`src/cmd_defs.svh`:
```
// constants for the counter mode decode and frequency scaler block
// assumes one 125 MHz clock; included by the package and both design modules
`ifndef CMD_DEFS_SVH
`define CMD_DEFS_SVH

// clock rate, for reference by the bench
`define CMD_CLK_MHZ 125

// gate control field codes
`define CMD_GC_NONE 3'h0
`define CMD_GC_LEVEL 3'h4
`define CMD_GC_EDGE 3'h6

// count value that marks the terminal count state
`define CMD_TC_COUNT 16'h0001
`define CMD_COUNT_RST 16'h0000
`define CMD_HOLD_RST 16'h0000

// frequency scaler stage limits
`define CMD_STAGES 4
`define CMD_DIGIT_RST 4'h0
`define CMD_DIGIT_BIN_LAST 4'hF
`define CMD_DIGIT_DEC_LAST 4'h9

`endif

```
`src/cmd_pkg.sv`:
```
// types shared by the counter mode decode and scaler modules
// assumes cmd_defs.svh is on the include path
`default_nettype none
`include "cmd_defs.svh"

package cmd_pkg;
    typedef logic [15:0] cmd_word_t;
    typedef logic [3:0] cmd_digit_t;
    // decoded gating style, one-hot
    typedef enum logic [2:0] {
        CMD_GK_FREE = 3'h1,
        CMD_GK_LEVEL = 3'h2,
        CMD_GK_EDGE = 3'h4
    } cmd_gate_kind_t;
endpackage

`default_nettype wire

```
`src/cmd_stage_if.sv`:
```
// carry link between one scaler stage and the chain around it
// assumes all signals live in the single clk_i domain
`default_nettype none

interface cmd_stage_if;
    logic decimal;
    logic carry_in;
    logic carry_out;
    modport stage (input decimal, input carry_in, output carry_out);
    modport chain (output decimal, output carry_in, input carry_out);
endinterface

`default_nettype wire

```
`src/cmd_scaler_stage.sv`:
```
// one digit of the frequency scaler: counts mod 16 or mod 10
// assumes carry_in is a one-cycle enable from the previous stage
`default_nettype none
`include "cmd_defs.svh"

module cmd_scaler_stage
    import cmd_pkg::*;
(
    input wire logic clk_i,
    input wire logic rst_n_i,
    cmd_stage_if.stage lnk
);
    cmd_digit_t digit_r;
    cmd_digit_t digit_nxt;
    wire cmd_digit_t last_w;
    wire wrap_w;

    // binary or decimal limit picked by the ratio select
    assign last_w = lnk.decimal ? `CMD_DIGIT_DEC_LAST : `CMD_DIGIT_BIN_LAST;
    assign wrap_w = lnk.carry_in & (digit_r == last_w);
    assign lnk.carry_out = wrap_w;
    // a digit above 9 after switching to decimal wraps on the next enable
    assign digit_nxt = !lnk.carry_in ? digit_r :
                       (digit_r >= last_w) ? `CMD_DIGIT_RST : digit_r + 4'h1;

    // digit register
    always_ff @(posedge clk_i or negedge rst_n_i)
    begin
        if (!rst_n_i)
            digit_r <= `CMD_DIGIT_RST;
        else
            digit_r <= digit_nxt;
    end
endmodule

`default_nettype wire

```
`src/cmd_counter.sv`:
```
// counter mode decode, gating, reload and hold logic for one 16-bit counter,
// plus the shared frequency scaler chain
// assumes gate and source pins are asynchronous; host controls are clk_i synchronous
`default_nettype none
`include "cmd_defs.svh"

module cmd_counter
    import cmd_pkg::*;
(
    input wire logic clk_i,
    input wire logic rst_n_i,
    input wire logic scaler_ratio_select_i,
    input wire logic [2:0] gate_control_field_i,
    input wire logic special_gate_bit_i,
    input wire logic reload_source_bit_i,
    input wire logic repetition_bit_i,
    input wire logic source_i,
    input wire logic gate_i,
    input wire logic arm_i,
    input wire logic disarm_i,
    input wire logic load_cmd_i,
    input wire logic [15:0] load_value_i,
    input wire logic hold_wr_i,
    input wire logic [15:0] hold_data_i,
    output logic [15:0] count_o,
    output logic [15:0] hold_o,
    output logic armed_o,
    output logic terminal_count_o,
    output logic [3:0] scaler_tick_o
);
    // pin synchronisers and edge history
    logic src_m_r, src_s_r, src_d_r;
    logic gate_m_r, gate_s_r, gate_d_r;
    cmd_word_t count_r, count_nxt;
    cmd_word_t hold_r, hold_nxt;
    logic armed_r, armed_nxt;
    logic run_r, run_nxt;
    logic alt_r, alt_nxt;
    logic tc_r;
    logic [3:0] tick_r;
    cmd_gate_kind_t gate_kind_w;

    // field decode
    wire sg_w = special_gate_bit_i;
    wire rs_w = reload_source_bit_i;
    wire rp_w = repetition_bit_i;
    // codes outside the three documented ones act as ungated
    assign gate_kind_w = (gate_control_field_i == `CMD_GC_LEVEL) ? CMD_GK_LEVEL :
                         (gate_control_field_i == `CMD_GC_EDGE) ? CMD_GK_EDGE : CMD_GK_FREE;
    wire edge_mode_w = gate_kind_w == CMD_GK_EDGE;
    wire level_mode_w = gate_kind_w == CMD_GK_LEVEL;
    wire free_mode_w = gate_kind_w == CMD_GK_FREE;
    wire once_mode_w = !rs_w & !rp_w;
    wire twice_mode_w = rs_w & !rp_w;
    wire pair_mode_w = !sg_w & rs_w;
    wire gsel_mode_w = sg_w & rs_w & free_mode_w;
    wire retrig_mode_w = sg_w & !rs_w & !free_mode_w;
    wire capx_mode_w = sg_w & rs_w & rp_w & edge_mode_w;
    wire second_stop_w = pair_mode_w | twice_mode_w;

    // events seen on the synchronised pins
    wire src_rise_w = src_s_r & !src_d_r;
    wire gate_rise_w = gate_s_r & !gate_d_r;

    // a counter sitting in terminal count always takes the next edge
    wire leave_tc_w = tc_r & src_rise_w;
    wire gate_ok_w = free_mode_w | (level_mode_w & gate_s_r) | (edge_mode_w & run_r);
    wire count_en_w = src_rise_w & armed_r & gate_ok_w;
    // only special-gate modes react to an edge beyond starting a count
    wire retrig_w = gate_rise_w & armed_r & retrig_mode_w;
    wire capture_w = gate_rise_w & armed_r & (retrig_mode_w | capx_mode_w);
    wire start_w = gate_rise_w & armed_r & edge_mode_w;
    wire disarm_tc_w = leave_tc_w & (once_mode_w | (twice_mode_w & alt_r));
    wire stop_tc_w = leave_tc_w & (!second_stop_w | alt_r);

    // reload source on leaving terminal count
    wire cmd_word_t reload_w = pair_mode_w ? (alt_r ? load_value_i : hold_r) :
                               gsel_mode_w ? (gate_s_r ? hold_r : load_value_i) :
                               load_value_i;

    // next count: host load, then terminal reload, then retrigger, then decrement
    assign count_nxt = load_cmd_i ? load_value_i :
                       leave_tc_w ? reload_w :
                       retrig_w ? load_value_i :
                       count_en_w ? count_r - 16'h0001 : count_r;
    // hardware capture wins over a host write in the same cycle
    assign hold_nxt = capture_w ? count_r : hold_wr_i ? hold_data_i : hold_r;
    // arm command wins over any clear arriving with it
    assign armed_nxt = arm_i | (armed_r & !disarm_i & !disarm_tc_w);
    assign run_nxt = (start_w | (run_r & !stop_tc_w)) & armed_nxt;
    assign alt_nxt = arm_i ? 1'b0 : (leave_tc_w & second_stop_w) ? !alt_r : alt_r;

    // pin synchronisers; first stage feeds only the second
    always_ff @(posedge clk_i or negedge rst_n_i)
    begin
        if (!rst_n_i)
        begin
            src_m_r <= 1'b0;
            src_s_r <= 1'b0;
            src_d_r <= 1'b0;
            gate_m_r <= 1'b0;
            gate_s_r <= 1'b0;
            gate_d_r <= 1'b0;
        end
        else
        begin
            src_m_r <= source_i;
            src_s_r <= src_m_r;
            src_d_r <= src_s_r;
            gate_m_r <= gate_i;
            gate_s_r <= gate_m_r;
            gate_d_r <= gate_s_r;
        end
    end

    // counter state
    always_ff @(posedge clk_i or negedge rst_n_i)
    begin
        if (!rst_n_i)
        begin
            count_r <= `CMD_COUNT_RST;
            hold_r <= `CMD_HOLD_RST;
            armed_r <= 1'b0;
            run_r <= 1'b0;
            alt_r <= 1'b0;
            tc_r <= 1'b0;
        end
        else
        begin
            count_r <= count_nxt;
            hold_r <= hold_nxt;
            armed_r <= armed_nxt;
            run_r <= run_nxt;
            alt_r <= alt_nxt;
            tc_r <= (count_nxt == `CMD_TC_COUNT);
        end
    end

    // scaler chain: clk_i is the oscillator, each stage feeds the next
    logic [`CMD_STAGES:0] carry_w;
    assign carry_w[0] = 1'b1;
    genvar gi;
    generate
        for (gi = 0; gi < `CMD_STAGES; gi = gi + 1)
        begin : g_stage
            cmd_stage_if lnk ();
            assign lnk.decimal = scaler_ratio_select_i;
            assign lnk.carry_in = carry_w[gi];
            assign carry_w[gi + 1] = lnk.carry_out;
            cmd_scaler_stage u_stage (
                .clk_i(clk_i),
                .rst_n_i(rst_n_i),
                .lnk(lnk)
            );
        end
    endgenerate

    // registered subfrequency ticks, one cycle each
    always_ff @(posedge clk_i or negedge rst_n_i)
    begin
        if (!rst_n_i)
            tick_r <= 4'h0;
        else
            tick_r <= carry_w[`CMD_STAGES:1];
    end

    assign count_o = count_r;
    assign hold_o = hold_r;
    assign armed_o = armed_r;
    assign terminal_count_o = tc_r;
    assign scaler_tick_o = tick_r;
endmodule

`default_nettype wire

```
`config.mk`:
```
export PLATFORM = sky130hd
export DESIGN_NAME = cmd_counter
export DESIGN_NICKNAME = d
export VERILOG_FILES = /design/src/cmd_pkg.sv /design/src/cmd_stage_if.sv /design/src/cmd_scaler_stage.sv /design/src/cmd_counter.sv
export VERILOG_INCLUDE_DIRS = /design/src
export SDC_FILE = /design/constraint.sdc
export NUM_CORES = 1
export LEC_CHECK = 0
export BUFFER_PORTS_ARGS = -buffer_cell sky130_fd_sc_hd__buf_2
export CAP_MARGIN = 25
export CORE_MARGIN = 3
export CORE_UTILIZATION = 30
export CTS_CLUSTER_DIAMETER = 120
export DETAILED_ROUTE_END_ITERATION = 7
export PLACE_DENSITY = 0.59
export SYNTH_ARGS = -nofsm -noshare
export SYNTH_HDL_FRONTEND = slang
export SYNTH_SLANG_ARGS = --single-unit
```
`constraint.sdc`:
```
create_clock -name clk_i -period 2.9 [get_ports clk_i]
set_input_delay 0.145 -clock clk_i [delete_from_list [all_inputs] [get_ports clk_i]]
set_output_delay 0.145 -clock clk_i [all_outputs]
set_load 0.02 [all_outputs]
```
==> impl_results.md <==
- Met1 usage: 19.9%
- Tot Pwr: 2.64 mW
- Drt first pass iters: 4
- Grt met2 use: 25.8%
- Status: finished, final reports clean
- WL final: 9540 µm
- Port Buffers: 84
- MaxCap Viol Count: 0
- CP Cell Sequence: inv_1 -> ha_1 -> nand4b_1 -> a2111oi_4 -> nand3_1 -> xor2_1 -> a21oi_1 -> or4_1 -> and4b_1
- Routed via count: 3001
- Sequential area share after synthesis: 45.7%
- Top FF cell, synth: dfrtp_1
- Number of setup buffers added after CTS: 0
- Clk_lat worst skew: 320 ps
- Max VDD drop: 0.000325 V
- Die Y: 112 µm
- Hold path startpoint: gate_control_field_i[1]
- CP startpoint kind: flop
- Core area: 10900 µm²
- Clock sink count: 62
- RSZ-0062 raised after global routing: no
- Worst r2r path cells: 9
- Gr ovfl total: 0
- Critical Path Sink Type: flop
- Critical path's top delay family: simple AND/OR/NAND/NOR gates
- Footprint of the multi-input gates: 1750 µm²
- Wirelength per Cell: 16.4 µm
- Nets: 499
- CTS buffer count: 9
- Ports: 85
- CTS tree: built
- Pin count of the biggest net entering global routing: 33
- Ant diodes: 0
- Most frequent cells in the layout: buf_2, dfrtp_1, nor2_1
- Final min period: 2620 ps
- GRT Util Overall: 15.8%
- Worst-Margin Slew: 691 ps
- Worst relative slew slack: 53.8%
- Crit path from: count_o[0]
- Final period util: 90.4%
- Hpwl dp: 7220 µm
- Fill cells: 1128
- Register area: 1550 µm²
- Fin. max-slew vios: 0
- Met3 Use GR: 5.71%
- Static Leak: 1.97 nW
- Gpl congestion: 0.889
- Critical Path Max Stage Delay: 540 ps
- Critical path depth in cells: 9
- #FFs+latches synth: 62
- Clock Pin Slew Worst Setup and Hold Paths: 60 ps
- H-tree level count: 3
- Yosys Warn Count: 0
- Cell Pwr Density: 613 nW/µm²
- Final setup viols: 0
- Post-Syn Area: 3400 µm²
- Initial DRC Count: 148
- Synth unique cells: 59
- Crit Path Max Fanout: 5
- Worst EP arrival: 2880 ps
- WHS Path Cells: 3
- Initial Util: 31.1%
- DRC: 0
- Critical setup path kind: flop to flop
- Synth Instances: 347
- Die width: 112 µm
- Synth Area per Inst: 9.79 µm²
- Setup TNS: 0 ps
- Async SR Flop Fraction: 100%
- Share of cells above drive strength 1: 27.1%
- Post-synth EDFFs: 0
- First-pass GRT wire length: 16000 µm
- Fmax: 0.382 GHz
- Area growth syn-to-layout: 27.0%
- Clock Tree Root: clkbuf_16
- Data required time of the worst path: 3160 ps
- Final hold violations: 0
- Worst Path Buf+Inv: 1
- Initial antenna violation count: 2
- Fin Clk Skew: 6.27 ps
- Antenna-violating nets left: 0
- Vias in the first global route: 3092
- GR peak layer: met2
- R2R Path Start: count_o[0]
- Clock buffer depth: 2
- Most common cell after layout, fill and taps aside: buf_2
- Syn_nets: 407
- Vias/cell: 5.15
- CP max stage cell: a2111oi_4
- Die area: 12600 µm²
- Row cnt: 38
- Hold Path Class: input pin to flop
## report_power, final
part	switching (mW)	internal (mW)	leakage (nW)
clock	0.382	0.680	0.141
sequential	0.115	0.970	0.758
combinational	0.283	0.214	1.07
total	0.779	1.86	1.97
## Yosys cell counts (all sizes together) (2+ instances only)
master	n	share of area, %
dfrtp	62	46
nor2	33	3.6
a21oi	31	4.7
nand2	30	3.3
o21ai	18	2.8
mux2i	17	5.0
ha	13	4.8
inv	13	1.4
xnor2	12	3.1
o22ai	10	2.0
nand3	9	1.3
buf	6	1.0
clkbuf	6	0.66
nand4	6	1.1
nor4	6	1.5
nor2b	5	0.92
o21a	5	1.1
xor2	5	1.3
a31oi	4	0.74
and2	4	0.74
o31ai	4	0.88
mux2	3	0.99
nand2b	3	0.55
nand3b	3	0.66
nor3	3	0.44
o221a	3	0.99
or4	3	0.66
a2111oi	2	0.70
a211o	2	0.55
a211oi	2	0.59
a21boi	2	0.44
a21o	2	0.44
and3b	2	0.52
and4bb	2	0.74
nor4b	2	0.70
or3	2	0.37
## repair_timing
item,in CTS,in global routing
hold buffers,4,0
resized for setup,0,1
setup endpoints to repair,0,1
endpoints found under the hold margin,22,0
## state kept, by name, summed over array words and instances, names as in the netlist, 4 cells and up
name,count
scaler_tick_o,4
g_stage.u_stage.digit_r,16
count_o,16
hold_o,16
## routing by layer
metal | part of all wire (%) | vias to the layer above | wire length, µm
li1 | - | 1463 | -
met1 | 43 | 1437 | 4070
met2 | 48 | 87 | 4590
met3 | 8.2 | 10 | 785
met4 | 0.73 | 4 | 70
met5 | 0.24 | - | 23
## layout make-up
| class | count | share of cell area [%] |
|---|---|---|
| sequential | 62 | 35.9 |
| clock inverter | 4 | 1.10 |
| timing repair buffer | 93 | 11.5 |
| multi-input combinational | 260 | 40.6 |
| tap | 140 | 4.06 |
| inverter | 13 | 1.13 |
| clock buffer | 11 | 5.62 |
## cell families after synthesis
| group | share of synthesized area (%) |
|---|---|
| xor+xnor | 4.38 |
| compound gates | 17.9 |
| buf+inv | 3.13 |
| flops | 45.7 |
| fa+ha+maj | 4.79 |
| simple gates | 18.1 |
| mux | 6.00 |
## metrics by stage
stage | hold slack (ps) | setup WS (ps) | util, % | std cells | area (µm²)
floorplan | -151 | 361 | - | 347 | 3400
global placement | 136 | 257 | 36.3 | 564 | 3970
detailed placement | 151 | 169 | 36.3 | 564 | 3970
CTS | 106 | 149 | 39.4 | 583 | 4300
global route | 136 | 99.3 | 39.5 | 583 | 4320
finish | 111 | 279 | 39.5 | 583 | 4320
## worst reg2reg max path, stage by stage (launching register included)
cell	delay, ps
dfrtp_1	420
inv_1	80
ha_1	140
nand4b_1	210
a2111oi_4	540
nand3_1	150
xor2_1	160
a21oi_1	100
or4_1	510
and4b_1	250
## worst paths after layout
| path | endpoint | slack, ps |
|---|---|---|
| min in group asynchronous | scaler_tick_o[2] | 320 |
| hold / removal | run_r | 110 |
| setup / recovery | terminal_count_o | 280 |
| max in group asynchronous | hold_o[9] | 1850 |
| setup reg to reg | terminal_count_o | 280 |
| hold reg to reg | gate_s_r | 350 |
No activity file was read; power rests on OpenSTA's default activity.
